<file path="config.mk">
export PLATFORM = sky130hd
export DESIGN_NAME = cpb_power_timing
export DESIGN_NICKNAME = d
export VERILOG_FILES = /design/src/cpb_pkg.sv /design/src/cpb_power_timing.sv
export SDC_FILE = /design/constraint.sdc
export NUM_CORES = 1
export LEC_CHECK = 0
export ABC_AREA = 0
export BUFFER_PORTS_ARGS = -buffer_cell sky130_fd_sc_hd__buf_2
export CAP_MARGIN = 5
export CORE_ASPECT_RATIO = 1.4
export CORE_MARGIN = 4
export CORE_UTILIZATION = 55
export CTS_CLUSTER_SIZE = 20
export DETAILED_ROUTE_END_ITERATION = 8
export PLACE_DENSITY = 0.8
export SLEW_MARGIN = 20
export SYNTH_ARGS = -nofsm -noshare
export SYNTH_HDL_FRONTEND = slang
export SYNTH_SLANG_ARGS = --single-unit
</file>
<file path="constraint.sdc">
create_clock -name clock -period 5.7 [get_ports clock]
set_clock_uncertainty 0.2 [all_clocks]
set_input_delay 1.14 -clock clock [delete_from_list [all_inputs] [get_ports clock]]
set_output_delay 1.14 -clock clock [all_outputs]
set_load 0.03 [all_outputs]
</file>
<file path="src/cpb_pkg.sv">
// Constants and types shared by the CAN power mode and bit timing block
`default_nettype none
package cpb_pkg;

   // ***********************************************
   // Register map
   // ***********************************************
   localparam int          ADDR_W     = 12;
   localparam logic [11:0] OFS_CTRL0  = 12'h000;
   localparam logic [11:0] OFS_CTRL1  = 12'h004;
   localparam logic [11:0] OFS_TIME0  = 12'h008;
   localparam logic [11:0] OFS_TIME1  = 12'h00c;
   localparam logic [11:0] OFS_STAT   = 12'h010;

   localparam int CTL0_SLEEP_BIT = 0;
   localparam int CTL0_HALT_BIT  = 1;
   localparam int CTL0_WIE_BIT   = 2;
   localparam int CTL0_LINK_BIT  = 3;
   localparam int CTL1_FILT_BIT  = 0;
   localparam int CTL1_CLK_BIT   = 1;
   localparam int TIM0_PRESC_LSB = 0;
   localparam int TIM0_SJW_LSB   = 6;
   localparam int TIM1_SEG1_LSB  = 0;
   localparam int TIM1_SEG2_LSB  = 4;
   localparam int STAT_ACK_BIT   = 0;
   localparam int STAT_MODE_LSB  = 1;
   localparam int STAT_SYNC_BIT  = 3;
   localparam int STAT_WAKE_BIT  = 4;

   // ***********************************************
   // Reset values and limits
   // ***********************************************
   localparam logic       RST_HALT   = 1'b1;
   localparam logic [5:0] RST_PRESC  = 6'h00;
   localparam logic [1:0] RST_SJW    = 2'h0;
   localparam logic [3:0] RST_SEG1   = 4'h3;
   localparam logic [2:0] RST_SEG2   = 3'h1;
   localparam logic [4:0] SEG1_MIN   = 5'h04;
   localparam logic [4:0] SEG2_MIN   = 5'h02;
   localparam logic [3:0] RESYNC_BITS = 4'hb;

   // ***********************************************
   // Timing
   // ***********************************************
   localparam int CLK_MHZ       = 200;
   localparam int WAKE_FILT_NS  = 2000;
   localparam int WAKE_FILT_CYC = (WAKE_FILT_NS * CLK_MHZ + 999) / 1000;
   localparam int FILT_W        = $clog2(WAKE_FILT_CYC + 1);

   // ***********************************************
   // Types
   // ***********************************************
   typedef enum logic [1:0] {
      MD_NORMAL = 2'b00, MD_SLEEP = 2'b01, MD_HALT = 2'b10, MD_PDOWN = 2'b11
   } cpb_mode_t;

   typedef enum logic [1:0] {
      SL_AWAKE = 2'b00, SL_DRAIN = 2'b01, SL_ASLEEP = 2'b10
   } cpb_sleep_t;

   typedef enum logic [1:0] {
      PH_SYNC = 2'b00, PH_SEG1 = 2'b01, PH_SEG2 = 2'b10
   } cpb_phase_t;

   typedef struct packed {
      logic              psel;
      logic              penable;
      logic              pwrite;
      logic [ADDR_W-1:0] paddr;
      logic [31:0]       pwdata;
   } cpb_apb_req_t;

   typedef struct packed {
      logic        pready;
      logic [31:0] prdata;
      logic        pslverr;
   } cpb_apb_rsp_t;

   typedef struct packed {
      logic txActive;
      logic txPending;
      logic rxActive;
      logic frameValid;
      logic txBit;
   } cpb_eng_in_t;

   typedef struct packed {
      logic      protoEn;
      logic      tqTick;
      logic      samplePulse;
      logic      rxSample;
      logic      bitStart;
      logic      deferOk;
      logic      wakeRelease;
      logic      framePulse;
      logic      timerCh0;
      logic      wakeIrq;
      logic      sleepAck;
      cpb_mode_t mode;
   } cpb_eng_out_t;

endpackage
`default_nettype wire

</file>
<file path="src/cpb_power_timing.sv">
// CAN controller low power modes, timer link and bit timing generation
//
// The implementer's own choices: the APB register port and the address map.
`timescale 1ns/1ps
`default_nettype none

// Notes on behaviour
// - Sleep request while transmitting waits until no queued message remains
// - Sleep request while receiving waits for the frame to finish
// - Sleep request when idle enters sleep at once
// - Sleep acknowledge stays set for the whole time asleep
// - Protocol clocks stop in sleep; bus-off recovery count clears meanwhile
// - Transmit pin stays recessive while asleep
// - No buffer copy or abort while asleep; register access still works
// - Wake on bus activity, sleep request cleared, or soft halt set
// - After wake, wait eleven recessive bits before joining the bus
// - On wake, release deferred copy, aborts and transmissions
// - Soft halt stops activity at once; registers remain accessible
// - CPU stop forces power down: halt, tx recessive, no register access
// - Outside stop, mode follows acknowledge and soft halt bits
// - Wake interrupt only when acknowledge and wake enable are both one
// - CPU wait leaves the controller fully active
// - Optional low-pass filter on receive line for wake in sleep
// - One bit time pulse after every valid frame end
// - Timer link enable routes that pulse to capture channel zero
// - Clock select picks crystal or PLL as controller clock
// - Prescaler divides controller clock into time quanta
// - Bit is sync quantum, segment one 4..16, segment two 2..8
// - Resync jump width is 1 to 4 quanta
// - Config and timing writes blocked unless soft halt is set
module cpb_power_timing (
   input  wire logic                  clock,
   input  wire logic                  nrst,
   input  wire cpb_pkg::cpb_apb_req_t apbReq,
   output var  cpb_pkg::cpb_apb_rsp_t apbRsp,
   input  wire logic                  cpuStop,
   input  wire logic                  xtalTick,
   input  wire logic                  pllTick,
   input  wire logic                  canRxPin,
   input  wire cpb_pkg::cpb_eng_in_t  engIn,
   output var  cpb_pkg::cpb_eng_out_t engOut,
   output logic                       canTxPin
);
   import cpb_pkg::*;

   // ***********************************************
   // State
   // ***********************************************
   typedef struct packed {
      logic             slpReq;
      logic             halt;
      logic             wakeIe;
      logic             linkEn;
      logic             filtSel;
      logic             clkSel;
      logic [5:0]       presc;
      logic [1:0]       resync_jump_width;
      logic [3:0]       seg1;
      logic [2:0]       seg2;
      cpb_sleep_t       sleepSt;
      logic             wakeFlag;
      logic             syncDone;
      logic [3:0]       recCnt;
      logic             rxMeta;
      logic             rxSync;
      logic             rxPrev;
      logic             edgePend;
      logic [FILT_W-1:0] filtCnt;
      logic [5:0]       tqCnt;
      cpb_phase_t       phase;
      logic [4:0]       segCnt;
      logic [4:0]       ext;
      logic             txPin;
      cpb_eng_out_t     out;
      cpb_apb_rsp_t     rsp;
   } cpb_state_t;

   cpb_state_t st_reg;
   cpb_state_t st_next;

   cpb_mode_t  modeNow;
   logic       busy;
   logic       run;
   logic       dominant;
   logic       wakeBus;
   logic       clkTick;
   logic       setup;
   logic       access;
   logic       addrOk;
   logic [4:0] len1;
   logic [4:0] len2;
   logic [4:0] sjwLen;
   logic [4:0] extNew;

   function automatic logic [4:0] seg1Len(input logic [3:0] c);
      logic [4:0] v;
      v = {1'b0, c} + 5'h01;
      return (v < SEG1_MIN) ? SEG1_MIN : v;
   endfunction

   function automatic logic [4:0] seg2Len(input logic [2:0] c);
      logic [4:0] v;
      v = {2'b00, c} + 5'h01;
      return (v < SEG2_MIN) ? SEG2_MIN : v;
   endfunction

   function automatic logic [31:0] regRead(input logic [11:0] a, input cpb_state_t s);
      logic [31:0] d;
      d = 32'h0000_0000;
      case (a)
         OFS_CTRL0: begin
            d[CTL0_SLEEP_BIT] = s.slpReq;
            d[CTL0_HALT_BIT]  = s.halt;
            d[CTL0_WIE_BIT]   = s.wakeIe;
            d[CTL0_LINK_BIT]  = s.linkEn;
         end
         OFS_CTRL1: begin
            d[CTL1_FILT_BIT] = s.filtSel;
            d[CTL1_CLK_BIT]  = s.clkSel;
         end
         OFS_TIME0: begin
            d[TIM0_PRESC_LSB +: 6] = s.presc;
            d[TIM0_SJW_LSB +: 2]   = s.resync_jump_width;
         end
         OFS_TIME1: begin
            d[TIM1_SEG1_LSB +: 4] = s.seg1;
            d[TIM1_SEG2_LSB +: 3] = s.seg2;
         end
         OFS_STAT: begin
            d[STAT_ACK_BIT]      = s.out.sleepAck;
            d[STAT_MODE_LSB +: 2] = s.out.mode;
            d[STAT_SYNC_BIT]     = s.syncDone;
            d[STAT_WAKE_BIT]     = s.wakeFlag;
         end
         default: d = 32'h0000_0000;
      endcase
      return d;
   endfunction

   // ***********************************************
   // Next state
   // ***********************************************
   always_comb begin
      st_next = st_reg;
      st_next.out.tqTick      = 1'b0;
      st_next.out.samplePulse = 1'b0;
      st_next.out.bitStart    = 1'b0;
      st_next.out.wakeRelease = 1'b0;
      st_next.rsp.pready      = 1'b0;
      st_next.rsp.pslverr     = 1'b0;
      st_next.rxMeta          = canRxPin;
      st_next.rxSync          = st_reg.rxMeta;
      st_next.rxPrev          = st_reg.rxSync;

      // Mode decode; CPU wait is not an input and changes nothing
      if (cpuStop)                  modeNow = MD_PDOWN;
      else if (st_reg.halt)         modeNow = MD_HALT;
      else if (st_reg.out.sleepAck) modeNow = MD_SLEEP;
      else                          modeNow = MD_NORMAL;
      busy     = engIn.txActive | engIn.txPending | engIn.rxActive;
      run      = (modeNow == MD_NORMAL);
      dominant = ~st_reg.rxSync;
      clkTick  = st_reg.clkSel ? pllTick : xtalTick;
      len1     = seg1Len(st_reg.seg1);
      len2     = seg2Len(st_reg.seg2);
      sjwLen   = {3'b000, st_reg.resync_jump_width} + 5'h01;
      extNew   = st_reg.ext;
      wakeBus  = 1'b0;
      setup    = apbReq.psel & ~apbReq.penable;
      access   = apbReq.psel & apbReq.penable & st_reg.rsp.pready;
      addrOk   = (apbReq.paddr == OFS_CTRL0) || (apbReq.paddr == OFS_CTRL1) ||
                 (apbReq.paddr == OFS_TIME0) || (apbReq.paddr == OFS_TIME1) ||
                 (apbReq.paddr == OFS_STAT);

      // Register access
      if (setup) begin
         st_next.rsp.pready  = 1'b1;
         st_next.rsp.pslverr = (modeNow == MD_PDOWN) || !addrOk;
         st_next.rsp.prdata  = (modeNow == MD_PDOWN) ? 32'h0000_0000 :
                               regRead(apbReq.paddr, st_reg);
      end
      if (access && apbReq.pwrite && !st_reg.rsp.pslverr) begin
         case (apbReq.paddr)
            OFS_CTRL0: begin
               st_next.slpReq = apbReq.pwdata[CTL0_SLEEP_BIT];
               st_next.halt   = apbReq.pwdata[CTL0_HALT_BIT];
               st_next.wakeIe = apbReq.pwdata[CTL0_WIE_BIT];
               st_next.linkEn = apbReq.pwdata[CTL0_LINK_BIT];
            end
            OFS_CTRL1: begin
               if (st_reg.halt) begin
                  st_next.filtSel = apbReq.pwdata[CTL1_FILT_BIT];
                  st_next.clkSel  = apbReq.pwdata[CTL1_CLK_BIT];
               end
            end
            OFS_TIME0: begin
               if (st_reg.halt) begin
                  st_next.presc = apbReq.pwdata[TIM0_PRESC_LSB +: 6];
                  st_next.resync_jump_width   = apbReq.pwdata[TIM0_SJW_LSB +: 2];
               end
            end
            OFS_TIME1: begin
               if (st_reg.halt) begin
                  st_next.seg1 = apbReq.pwdata[TIM1_SEG1_LSB +: 4];
                  st_next.seg2 = apbReq.pwdata[TIM1_SEG2_LSB +: 3];
               end
            end
            OFS_STAT: begin
               if (apbReq.pwdata[STAT_WAKE_BIT]) st_next.wakeFlag = 1'b0;
            end
            default: st_next.wakeFlag = st_reg.wakeFlag;
         endcase
      end

      if (modeNow != MD_PDOWN) begin
         // Wake filter on the receive line while asleep
         if (st_reg.sleepSt == SL_ASLEEP && dominant) begin
            if (st_reg.filtCnt != FILT_W'(WAKE_FILT_CYC))
               st_next.filtCnt = st_reg.filtCnt + FILT_W'(1);
         end else begin
            st_next.filtCnt = '0;
         end
         wakeBus = dominant && (!st_reg.filtSel ||
                   st_reg.filtCnt == FILT_W'(WAKE_FILT_CYC - 1));

         // Sleep handshake
         case (st_reg.sleepSt)
            SL_AWAKE: begin
               if (st_reg.slpReq && !st_reg.halt) begin
                  if (busy) begin
                     st_next.sleepSt = SL_DRAIN;
                  end else begin
                     st_next.sleepSt      = SL_ASLEEP;
                     st_next.out.sleepAck = 1'b1;
                  end
               end
            end
            SL_DRAIN: begin
               if (!st_reg.slpReq || st_reg.halt) begin
                  st_next.sleepSt = SL_AWAKE;
               end else if (!busy) begin
                  st_next.sleepSt      = SL_ASLEEP;
                  st_next.out.sleepAck = 1'b1;
               end
            end
            SL_ASLEEP: begin
               if (wakeBus || !st_reg.slpReq || st_reg.halt) begin
                  st_next.sleepSt         = SL_AWAKE;
                  st_next.out.sleepAck    = 1'b0;
                  st_next.out.wakeRelease = 1'b1;
                  if (wakeBus) st_next.slpReq = 1'b0;
                  if (wakeBus && st_reg.wakeIe) st_next.wakeFlag = 1'b1;
               end
            end
            default: st_next.sleepSt = SL_AWAKE;
         endcase
      end

      // Time quantum prescaler and segment sequencer
      if (run) begin
         if (st_reg.rxPrev && dominant && st_reg.phase != PH_SYNC)
            st_next.edgePend = 1'b1;
         if (clkTick) begin
            if (st_reg.tqCnt == st_reg.presc) begin
               st_next.tqCnt      = 6'h00;
               st_next.out.tqTick = 1'b1;
            end else begin
               st_next.tqCnt = st_reg.tqCnt + 6'h01;
            end
         end
         if (st_next.out.tqTick) begin
            st_next.edgePend = 1'b0;
            case (st_reg.phase)
               PH_SYNC: begin
                  st_next.phase  = PH_SEG1;
                  st_next.segCnt = 5'h01;
               end
               PH_SEG1: begin
                  if (st_reg.edgePend && st_reg.ext == 5'h00)
                     extNew = (st_reg.segCnt < sjwLen) ? st_reg.segCnt : sjwLen;
                  st_next.ext = extNew;
                  if (st_reg.segCnt >= len1 + extNew) begin
                     st_next.phase           = PH_SEG2;
                     st_next.segCnt          = 5'h01;
                     st_next.out.samplePulse = 1'b1;
                     st_next.out.rxSample    = st_reg.rxSync;
                  end else begin
                     st_next.segCnt = st_reg.segCnt + 5'h01;
                  end
               end
               PH_SEG2: begin
                  if (st_reg.segCnt >= len2 ||
                      (st_reg.edgePend && (len2 - st_reg.segCnt) <= sjwLen)) begin
                     st_next.phase        = PH_SYNC;
                     st_next.ext          = 5'h00;
                     st_next.out.bitStart = 1'b1;
                  end else begin
                     st_next.segCnt = st_reg.segCnt + 5'h01;
                  end
               end
               default: st_next.phase = PH_SYNC;
            endcase
         end
         // Eleven recessive bits before joining the bus
         if (st_next.out.samplePulse && !st_reg.syncDone) begin
            if (!st_reg.rxSync) begin
               st_next.recCnt = 4'h0;
            end else if (st_reg.recCnt == RESYNC_BITS - 4'h1) begin
               st_next.syncDone = 1'b1;
            end else begin
               st_next.recCnt = st_reg.recCnt + 4'h1;
            end
         end
      end else begin
         // Protocol clocks stopped; halt or power down cut the bit at once
         st_next.tqCnt    = 6'h00;
         st_next.phase    = PH_SYNC;
         st_next.segCnt   = 5'h00;
         st_next.ext      = 5'h00;
         st_next.edgePend = 1'b0;
         st_next.syncDone = 1'b0;
         st_next.recCnt   = 4'h0;
      end

      // Transmit pin: launch at sync start, recessive unless fully on line
      if (!run || !st_reg.syncDone) st_next.txPin = 1'b1;
      else if (st_next.out.bitStart) st_next.txPin = engIn.txBit;

      // Valid-frame pulse for one bit time
      if (!run) st_next.out.framePulse = 1'b0;
      else if (st_reg.out.framePulse && st_next.out.bitStart) st_next.out.framePulse = 1'b0;
      if (run && engIn.frameValid) st_next.out.framePulse = 1'b1;
      st_next.out.timerCh0 = st_reg.out.framePulse & st_reg.linkEn;

      st_next.out.protoEn = run & st_next.syncDone;
      st_next.out.deferOk = run;
      st_next.out.mode    = modeNow;
      st_next.out.wakeIrq = st_next.wakeFlag & st_reg.wakeIe;
   end

   always_ff @(posedge clock or negedge nrst) begin
      if (!nrst) begin
         st_reg        <= '0;
         st_reg.halt   <= RST_HALT;
         st_reg.presc  <= RST_PRESC;
         st_reg.resync_jump_width    <= RST_SJW;
         st_reg.seg1   <= RST_SEG1;
         st_reg.seg2   <= RST_SEG2;
         st_reg.rxMeta <= 1'b1;
         st_reg.rxSync <= 1'b1;
         st_reg.rxPrev <= 1'b1;
         st_reg.txPin  <= 1'b1;
         st_reg.out.mode <= MD_HALT;
      end else begin
         st_reg <= st_next;
      end
   end

   assign apbRsp   = st_reg.rsp;
   assign engOut   = st_reg.out;
   assign canTxPin = st_reg.txPin;
endmodule
`default_nettype wire
</file>
; Word-level counts from Yosys, hierarchy flattened
; Cells that the tools add are included.
; W data, S select, Z words.
[classes]
n_reduce_logical = 51
bitwise_logic = 10
eq_ne = 32
muxes = 88
addsub = 9
order_cmp = 6
[op_table]
columns = cell, count
row1 = $mux W5, 11
row2 = $mux W1, 35
row3 = $mux W34, 1
row4 = $eq A12 B4 Y1 const B, 2
row5 = $mux W2, 12
row6 = $mux W8, 3
row7 = $mux W21, 1
row8 = $mux W4, 5
row9 = $mux W18, 1
row10 = $mux W9, 2
row11 = $reduce_and A3 Y1, 6
row12 = $ne A3 B3 Y1 const B, 5
row13 = $pmux W5 S3, 1
row14 = $mux W7, 2
row15 = $ne A2 B1 Y1 const B, 7
row16 = $logic_and A1 B1 Y1, 13
row17 = $eq A12 B3 Y1 const B, 1
row18 = $eq A12 B5 Y1 const B, 1
row19 = $logic_not A12 Y1, 1
row20 = $mux W12, 1
row21 = $mux W6, 2
row22 = $pmux W2 S3, 2
row23 = $logic_or A1 B1 Y1, 11
row24 = $pmux W2 S5, 1
row25 = 40 further kinds, 69
[word_totals]
output_inout_bits = 48
word_cells = 235
ff_bits = 108

; Longest topological paths before layout
; Gate-level depths: netlist (run 1).
[depth]
word_depth = 18
depth_mapped = 23

; Worst setup path after synthesis (run 1)
; Ideal clock, no wire load.
[synth_timing]
path_type = register to register
from = reg st_reg[94] (netlist bit)
to = reg st_reg[56] (netlist bit)
arrival_time_ns = 3.773
period_less_slack_ns = 4.112
slack_ns = 1.588
stages_incl_launch_ff = 23
setup_time_ns = 0.139
path_cell_list = dfrtp_1 > ha_1 > inv_1 > ha_1 > or3_1 > a31oi_1 > nand2_1 > nor3_1 > a211o_1 > ha_1 > inv_1 > fa_1 > inv_1 > a21o_1 > a21oi_1 > xnor2_1 > ha_1 > nor2_1 > a21oi_1 > a21o_1 > and2b_1 > o311ai_0 > o31ai_1
[synth_between]
elab_chain_len = 13
[synth_rtl]
columns = item, line
row1 = start: declaration, cpb_power_timing.sv:78  ; cpb_state_t st_reg;
row2 = start signal: assignment, cpb_power_timing.sv:355  ; st_reg <= st_next;
row3 = $add A2 B1 Y3 (*), cpb_power_timing.sv:166  ; sjwLen = {3'b000, st_reg.resync_jump_width} + 5'h01;
row4 = $lt A5 B3 Y1, cpb_power_timing.sv:280  ; extNew = (st_reg.segCnt < sjwLen) ? st_reg.segCnt : sjwLen;
row5 = $mux W5, cpb_power_timing.sv:280
row6 = $mux W5, cpb_power_timing.sv:279  ; if (st_reg.edgePend && st_reg.ext == 5'h00)
row7 = $mux W5, cpb_power_timing.sv:273  ; case (st_reg.phase)
row8 = $mux W5, cpb_power_timing.sv:271  ; if (st_next.out.tqTick) begin
row9 = $mux W5, cpb_power_timing.sv:260  ; if (run) begin
row10 = $add A5 B5 Y5, cpb_power_timing.sv:282  ; if (st_reg.segCnt >= len1 + extNew) begin
row11 = $ge A5 B5 Y1, cpb_power_timing.sv:282
row12 = $mux W5, cpb_power_timing.sv:282
row13 = $pmux W5 S3, cpb_power_timing.sv:273
row14 = $mux W12, cpb_power_timing.sv:271
row15 = $mux W18, cpb_power_timing.sv:260
; Mark *: on every way between the ends. The rest lies on a longest branch, timed or not. The select of a mux whose other input is x is not followed.
; A chain may end at the register's enable or synchronous reset.

; Worst setup path after layout (run 1)
; Same ends and word-level chain as after synthesis.

==> key figures, run 1 <==
Synthesis
  • Post-synth ARST share: 100%
  • Ys flop type: dfrtp_1
  • Syn Std Cell Area: 5170 sq um
  • Synth area leaders: dfrtp_1 36%, ha_1 7.0%, buf_4 7.0%
  • Synth area leader: dfrtp_1
  • Post-synth top area share: 35.8%
  • Synthesized flop and latch total: 83
  • Syn. warnings: 0
  • EDFF count, synth: 0
  • Synth Instances: 539
  • Post-synthesis sequential area ratio: 40.4%
  • Netlist cell types: 72
  • Synth Area per Inst: 9.60 sq um

Detailed routing
  • Via count: 3967
  • Final ANT Viol Nets: 0
  • DR WL/cell: 16.2 um
  • 1st-pass router iterations: 5
  • Total Wirelength: 11000 um
  • Via density: 5.82
  • Iter 0 DRT Violations: 287
  • DRC Markers: 0

Cells and area
  • Filler Cell Count: 776
  • Final Cell Area: 5580 sq um
  • Multi-input gate area: 2620 sq um
  • Share of layout cells above drive strength 1: 20.2%
  • Final core occ: 61.4%
  • Area growth from synthesis to layout: 7.81%
  • Largest register FFs: 57
  • FF+latch area: 2090 sq um
  • Final #Nets: 659
  • Commonest cells after routing, fill and taps aside: 74 x dfrtp_1, 56 x buf_2, 44 x nand2_1
  • # diodes: 0
  • Commonest non-fill, non-tap cell in the layout: dfrtp_1

Worst setup path
  • Worst EP arrival: 4.59 ns
  • Crit path largest cell delay: 0.42 ns
  • Setup crit end kind: flop
  • CP Max Fanout: 6
  • Sequence of cells on the critical path: ha_1, inv_1, ha_1, or3_1, a31oi_1, nand2_1, nor3_1, a211o_1, ha_1, inv_1, fa_1, inv_1, a21o_1, a21oi_1, xnor2_1, ha_1, nor2_1, a21oi_1, a21o_1, and2b_1, o311ai_0, o31ai_1
  • Critical Path Most Common Cell: ha_1
  • Setup CP Type: flop to flop
  • Crit-path leading delay family: compound AO/OA/AOI/OAI gates
  • Buf/Inv on CP: 3
  • Slowest CP cell: dfrtp_1
  • Worst setup SP type: flop
  • CP required: 5.70 ns

Die
  • Core ar.: 9080 sq um
  • Cell Rows: 41
  • Total die area: 11000 sq um
  • Ports: 106
  • Initial Util: 57.0%
  • Die span in x: 90.0 um
  • Die height: 123 um

Placed design
  • Dpl hpwl: 8360 um
  • Placed Area: 5260 sq um
  • Routability cong.: 0.838
  • Buffers on Ports: 57

Global routing
  • Global route overflow: 0
  • Initial antenna violation count: 0
  • Largest net degree at the start of global routing: 84
  • First-pass GRT wire length: 18600 um
  • Vias in the first global route: 4080
  • GRT Total Usage: 20.9%

Clocking
  • Clock Path Buffers: 2
  • CTS clk-pin slew, worst paths: 0.07 ns
  • CTS tree: yes
  • CTS root buffer: clkbuf_16
  • H-tree depth: 3
  • Total clock sinks: 83
  • Post-cts sizing count: 0
  • CTS buffer count: 9
  • Post-CTS setup buffer count: 0
  • Hold_buf cts: 0
  • Worst-Skew Late Latency: 0.35 ns

Power
  • Maximum vdd drop: 0.000239 V
  • Leakage: 2.69 nW
  • P per Cell Area: 227 nW/um^2

STA
  • Final hold viol count: 0
  • Hold_ws: 0.154 ns
  • Fmax: 0.218 GHz
  • Tightest Pin Transition: 0.763 ns
  • RSZ-0062 raised after global routing: no
  • Final period util: 80.4%
  • Max-slew headroom: 48.9%
  • Final min period: 4.58 ns
  • Final Slew Violations: 0
  • Sum Neg Setup Slack: 0 ns
  • Final setup violation count: 0

Run
  • Max-cap viol count: 0

Status
  • Status: completed

Worst hold path
  • Hold Path Class: flop to flop
-- path summary, 6_finish.rpt --
kind | from | to | slack (ns) | cells past startpoint
worst max-delay path | st_reg[94] | st_reg[56] | 1.12 | 22
worst min-delay path | st_next[77] | st_next[76] | 0.15 | 0
worst max register to register | st_reg[94] | st_reg[56] | 1.12 | 22
worst min register to register | st_next[77] | st_next[76] | 0.15 | 0
max in group asynchronous | nrst | st_reg[80] | 4.16 | 1
min in group asynchronous | nrst | engOut[6] | 0.63 | 1
-- cell usage after synthesis (3+ instances only) --
| master | instances |
|---|---|
| or2_2 | 5 |
| o21ai_0 | 30 |
| o2111ai_1 | 4 |
| mux2i_1 | 8 |
| a22oi_1 | 3 |
| or3_1 | 7 |
| nand3_1 | 18 |
| nor4_1 | 3 |
| buf_2 | 3 |
| inv_1 | 32 |
| nand2_1 | 44 |
| dfrtp_1 | 74 |
| clkbuf_1 | 7 |
| a31oi_1 | 3 |
| a32o_1 | 3 |
| xnor2_1 | 11 |
| nand4_1 | 8 |
| o211ai_1 | 3 |
| and3_1 | 8 |
| a21oi_1 | 25 |
| dfstp_2 | 9 |
| ha_1 | 29 |
| nor3b_1 | 6 |
| buf_4 | 48 |
| nand3b_1 | 6 |
| o31ai_1 | 3 |
| a21o_1 | 5 |
| nor3_1 | 5 |
| nor2b_1 | 4 |
| nand2b_1 | 9 |
| nor2_1 | 36 |
| a22o_1 | 4 |
| mux2_2 | 18 |
| xor2_1 | 9 |
-- metrics by stage --
stage | power, mW | setup slack [ns] | std cells
2_1_floorplan | 0.660 | 1.59 | 562
3_3_place_gp | 0.674 | 1.30 | 666
3_5_place_dp | 0.676 | 1.19 | 666
4_1_cts | 1.28 | 1.14 | 682
5_1_grt | 1.31 | 0.746 | 682
6_report | 1.27 | 1.12 | 682
-- kinds of logic after synthesis --
logic type / after synthesis / share of synthesized area, %
AOI/OAI and AO/OA: 107 / 13.8
xor gates and xnor gates: 20 / 3.39
adders and majority gates: 31 / 7.79
buffers and inverters: 93 / 10.6
DFF: 83 / 40.4
muxes: 27 / 5.68
other: 1 / 0.0725
and+or+nand+nor: 177 / 18.4
-- routing by layer --
layer  global-route usage (%)  part of all wire (%)
met1                     23.0                    38
met2                     38.2                    54
met5                        0                     0
met4                     10.5                   3.1
met3                     4.54                   4.5
-- report_power, final --
part,leakage (nW),internal [mW],switching (mW)
registers,1.11,0.593,0.00253
logic,1.43,0.0152,0.0539
clock network,0.146,0.355,0.246
-- worst register-to-register path: cells and delay by family, from the launching register on --
kind                       cells  cell delay (ns)
adders and majority gates      5             1.20
xor gates and xnor gates       1             0.13
and+or+nand+nor                5             0.97
AOI/OAI and AO/OA              8             1.32
DFF                            1             0.42
buffers and inverters          3             0.19
-- area by class of cell --
type                            instances  area share, %
Multi-Input combinational cell        386           47.0
Sequential cell                        83           37.4
Timing Repair Buffer                   57           5.23
Clock buffer                           10           4.29
Tap cell                              107           2.40
Inverter                               33           2.31
Clock inverter                          6           1.28
(Power assumes the default switching activity.)
==> run 2, diff against run 1 <==
==> constraint.sdc (replaced) <==
create_clock -name clock -period 4.65 [get_ports clock]
set_clock_uncertainty 0.2 [all_clocks]
set_input_delay 0.93 -clock clock [delete_from_list [all_inputs] [get_ports clock]]
set_output_delay 0.93 -clock clock [all_outputs]
set_load 0.03 [all_outputs]
==> key figures, run 2 (same netlist as run 1, synthesis figures left out) <==
Cells and area
  • Final Cell Area: 5630 sq um
  • Filler Cell Count: 769
  • FF+latch area: 2090 sq um
  • Largest register FFs: 57
  • # diodes: 0
  • Area growth from synthesis to layout: 8.93%
  • Commonest cells after routing, fill and taps aside: 74 x dfrtp_1, 56 x buf_2, 44 x nand2_1
  • Final #Nets: 663
  • Commonest non-fill, non-tap cell in the layout: dfrtp_1
  • Share of layout cells above drive strength 1: 21.9%
  • Multi-input gate area: 2650 sq um

Global routing
  • Vias in the first global route: 4043
  • Global route overflow: 0
  • First-pass GRT wire length: 18600 um
  • Initial antenna violation count: 0
  • Largest net degree at the start of global routing: 84
  • GRT Total Usage: 21.0%

Clocking
  • CTS buffer count: 9
  • Hold_buf cts: 0
  • CTS tree: yes
  • Clock Path Buffers: 2
  • Total clock sinks: 83
  • Worst-Skew Late Latency: 0.34 ns
  • CTS clk-pin slew, worst paths: 0.06 ns
  • CTS root buffer: clkbuf_16
  • H-tree depth: 3

Detailed routing
  • Final ANT Viol Nets: 0
  • Via count: 4078
  • DRC Markers: 0
  • 1st-pass router iterations: 7
  • Via density: 5.94
  • Total Wirelength: 11300 um
  • DR WL/cell: 16.4 um
  • Iter 0 DRT Violations: 350

STA
  • Final Slew Violations: 0
  • Hold_ws: 0.156 ns
  • Final setup violation count: 0
  • Max-slew headroom: 49.4%
  • Sum Neg Setup Slack: 0 ns
  • Tightest Pin Transition: 0.755 ns
  • Final hold viol count: 0
  • Final period util: 95.2%
  • Final min period: 4.43 ns
  • Fmax: 0.226 GHz

Power
  • Seq pwr share: 47.5%
  • Sw frac: 23.3%
  • Comb pwr share: 5.6%
  • Internal: 1.18 mW
  • P per Cell Area: 273 nW/um^2
  • Clk pwr share: 46.9%
  • Switching power: 0.358 mW
  • Maximum vdd drop: 0.000235 V
  • Leakage: 2.70 nW
  • PnR Total Power: 1.54 mW

Placed design
  • Dpl hpwl: 8370 um
  • Buffers on Ports: 57
  • Placed Area: 5260 sq um
  • Routability cong.: 0.850

Die
  • Core ar.: 9080 sq um
  • Total die area: 11000 sq um
  • Cell Rows: 41
  • Ports: 106
  • Die height: 123 um
  • Die span in x: 90.0 um
  • Initial Util: 57.0%

Worst setup path
  • CP required: 4.67 ns
  • Worst EP arrival: 4.45 ns
  • Setup CP Type: flop to flop
  • Worst setup SP type: flop
  • CP Max Fanout: 5
  • Setup crit end kind: flop

Status
  • Status: completed

Run
  • Max-cap viol count: 0

Worst hold path
  • Hold Path Class: flop to flop
-- run 2: through the flow --
stage	utilization (%)	setup WS [ns]	instances
after floorplan	-	0.538	562
after global placement	58.0	0.267	666
after detailed placement	58.0	0.105	666
after CTS	61.3	0.0698	682
after global routing	62.1	-0.000690	686
final	62.1	0.223	686
-- run 2: worst paths after layout --
check	from	end	slack [ns]	cells past startpoint
setup / recovery	st_reg[94]	st_reg[55]	0.22	23
hold / removal	st_next[77]	st_next[76]	0.16	0
setup reg to reg	st_reg[94]	st_reg[55]	0.22	23
hold reg to reg	st_next[77]	st_next[76]	0.16	0
max in group asynchronous	nrst	st_reg[57]	3.30	1
min in group asynchronous	nrst	engOut[6]	0.41	1
-- run 2: critical path: stages (launching register included) --
cell and delay (ns):
dfrtp_1 0.40, ha_2 0.19, inv_2 0.05, ha_1 0.17, or3_4 0.39, a31oi_1 0.15
nand2_1 0.13, nor3_2 0.20, a211o_1 0.15, ha_2 0.18, inv_1 0.05, fa_2 0.34
inv_1 0.06, a21o_1 0.10, a21oi_1 0.07, xnor2_1 0.14, ha_1 0.30, nor2_1 0.06
a21oi_1 0.12, a21o_1 0.22, buf_6 0.12, nor2_1 0.03, o311a_1 0.28, a41o_1 0.21
-- run 2: layout make-up --
| type | count | area share [%] |
|---|---|---|
| Multi-Input combinational cell | 386 | 47.1 |
| Sequential cell | 83 | 37.1 |
| Timing Repair Buffer | 61 | 5.77 |
| Clock buffer | 11 | 4.31 |
| Tap cell | 107 | 2.38 |
| Inverter | 33 | 2.29 |
| Clock inverter | 5 | 1.09 |
-- run 2: metal layers --
layer	GRT usage, %	part of all wire [%]	vias to the layer above	wire (um)
met5	0	0	-	0
met1	22.8	38	2003	4230
li1	-	-	1906	-
met3	4.60	5.4	32	613
met4	12.1	3.9	0	444
met2	37.9	53	137	5980
-- run 2: what timing repair did --
action,in CTS,in global routing
setup buffers,0,4
gates resized for setup,0,10
endpoints found under the setup margin,0,7
-- run 2: power by group through the flow --
stage                     registers (mW)  logic [mW]  clock network, mW
after floorplan                    0.741      0.0672                  0
after global placement             0.743      0.0828                  0
after detailed placement           0.743      0.0846                  0
after CTS                          0.730      0.0850              0.731
after global routing               0.730      0.0938              0.759
final                              0.730      0.0853              0.721
==> run 3, diff against run 2 <==
--- a/config.mk
+++ b/config.mk
@@ -11,6 +11,7 @@
 export CORE_ASPECT_RATIO = 1.4
 export CORE_MARGIN = 4
 export CORE_UTILIZATION = 55
+export CTS_BUF_LIST = sky130_fd_sc_hd__clkbuf_8 sky130_fd_sc_hd__clkbuf_16
 export CTS_CLUSTER_SIZE = 20
 export DETAILED_ROUTE_END_ITERATION = 8
 export PLACE_DENSITY = 0.8
==> key figures, run 3 (same netlist as run 1, synthesis figures left out) <==
Clocking
  • Worst-Skew Late Latency: 0.34 ns
  • CTS clk-pin slew, worst paths: 0.06 ns
  • H-tree depth: 3
  • CTS root buffer: clkbuf_16
  • CTS buffer count: 9
  • CTS tree: yes
  • Clock Path Buffers: 2
  • Total clock sinks: 83

Detailed routing
  • 1st-pass router iterations: 7
  • DR WL/cell: 16.4 um
  • Via density: 5.94
  • DRC Markers: 0
  • Total Wirelength: 11200 um
  • Via count: 4075
  • Final ANT Viol Nets: 0
  • Iter 0 DRT Violations: 350

Worst setup path
  • CP required: 4.67 ns
  • Buf/Inv on CP: 4
  • Setup crit end kind: flop
  • R2r worst-path depth: 23
  • Slowest CP cell: dfrtp_1
  • Worst setup SP type: flop
  • Crit-path leading delay family: compound AO/OA/AOI/OAI gates
  • CP Depth: 23
  • CP Max Fanout: 5
  • R2r endpoint: st_reg[55]
  • Setup crit end: st_reg[55]
  • Worst EP arrival: 4.45 ns
  • Crit path largest cell delay: 0.41 ns
  • R2R Setup Slk: 0.22 ns
  • Start point of the critical path: st_reg[95]
  • Sequence of cells on the critical path: ha_2, inv_2, ha_1, or3_4, a31oi_1, nand2_1, nor3_2, a211o_1, ha_2, inv_1, fa_2, inv_1, a21o_1, a21oi_1, xnor2_1, ha_1, nor2_1, a21oi_1, a21o_1, buf_6, nor2_1, o311a_1, a41o_1
  • Worst R2R Start: st_reg[95]
  • Setup CP Type: flop to flop

Global routing
  • Busiest grt layer: met2
  • Met3 Track Usage GR: 4.60%
  • Met1 Track Usage GR: 22.8%
  • GRT met2 Usage: 37.9%
  • GRT Total Usage: 21.0%
  • Largest net degree at the start of global routing: 84
  • Vias in the first global route: 4043
  • Initial antenna violation count: 0
  • First-pass GRT wire length: 18600 um
  • Global route overflow: 0

STA
  • Max-slew headroom: 50.0%
  • Hold_ws: 0.156 ns
  • Fmax: 0.226 GHz
  • Tightest Pin Transition: 0.746 ns
  • Final min period: 4.43 ns
  • Final period util: 95.3%
  • Final hold viol count: 0
  • Final setup violation count: 0
  • Final Slew Violations: 0

Die
  • Total die area: 11000 sq um
  • Core ar.: 9080 sq um
  • Ports: 106
  • Initial Util: 57.0%
  • Cell Rows: 41
  • Die span in x: 90.0 um
  • Die height: 123 um

Power
  • Leakage: 2.70 nW
  • PnR Total Power: 1.53 mW
  • P per Cell Area: 272 nW/um^2
  • Maximum vdd drop: 0.000235 V

Cells and area
  • Share of layout cells above drive strength 1: 21.9%
  • # diodes: 0
  • Largest register FFs: 57
  • Area growth from synthesis to layout: 8.93%
  • Final #Nets: 663
  • Filler Cell Count: 769
  • Commonest cells after routing, fill and taps aside: 74 x dfrtp_1, 56 x buf_2, 44 x nand2_1
  • Commonest non-fill, non-tap cell in the layout: dfrtp_1

Placed design
  • Buffers on Ports: 57
  • Dpl hpwl: 8370 um
  • Routability cong.: 0.850

Worst hold path
  • Hold Path Class: flop to flop

Status
  • Status: completed

Run
  • Max-cap viol count: 0
## run 3: cell count changes in the layout (fill, tap and decap cells not counted)
cell | before | now
inv_1 | 31 | 32
clkbuf_1 | 1 | 0
## run 3: where the power goes
group	internal, mW	leakage, nW	switching [mW]
combinational	0.0187	1.45	0.0667
sequential	0.727	1.11	0.00310
clock	0.430	0.143	0.288
## run 3: through the flow
stage | setup TNS (ns) | instance area (sq um) | utilization [%] | setup slack [ns] | cells
2_1_floorplan | 0 | 5260 | - | 0.538 | 562
3_3_place_gp | 0 | 5260 | 58.0 | 0.267 | 666
3_5_place_dp | 0 | 5260 | 58.0 | 0.105 | 666
4_1_cts | 0 | 5570 | 61.3 | 0.0697 | 682
5_1_grt | -0.000690 | 5630 | 62.1 | -0.000690 | 686
6_report | 0 | 5630 | 62.1 | 0.218 | 686
## run 3: per-layer routing
layer  routed length [um]  up-vias
met4                  439        0
met1                 4130     1984
met2                 5930      149
li1                     -     1912
met5                    0        -
met3                  743       30
## run 3: cell type report
type                            instances  area (sq um)  share of cell area (%)
Inverter                               33           129                    2.29
Sequential cell                        83          2090                    37.1
Timing Repair Buffer                   61           325                    5.77
Multi-Input combinational cell        386          2650                    47.1
Tap cell                              107           134                    2.38
Clock buffer                           10           239                    4.24
Clock inverter                          6          65.1                    1.15
## run 3: worst min-delay path by stage
stage	startpoint	slack [ns]	cells after the start	end
finish	st_next[77]	0.16	0	st_next[76]
global route	st_next[77]	0.16	0	st_next[76]
CTS	st_next[77]	0.16	0	st_next[76]
detailed placement	st_next[77]	0.15	0	st_next[76]
global placement	st_next[77]	0.15	0	st_next[76]
floorplan	st_next[77]	0.15	0	st_next[76]
## run 3: timing repair
| item | 4_1_cts | 5_1_grt |
|---|---|---|
| gates resized for setup | 0 | 10 |
| hold endpoints to repair | 0 | 0 |
| buffers inserted | 0 | 4 |
| setup endpoints to repair | 0 | 7 |
| hold buffers | 0 | 0 |
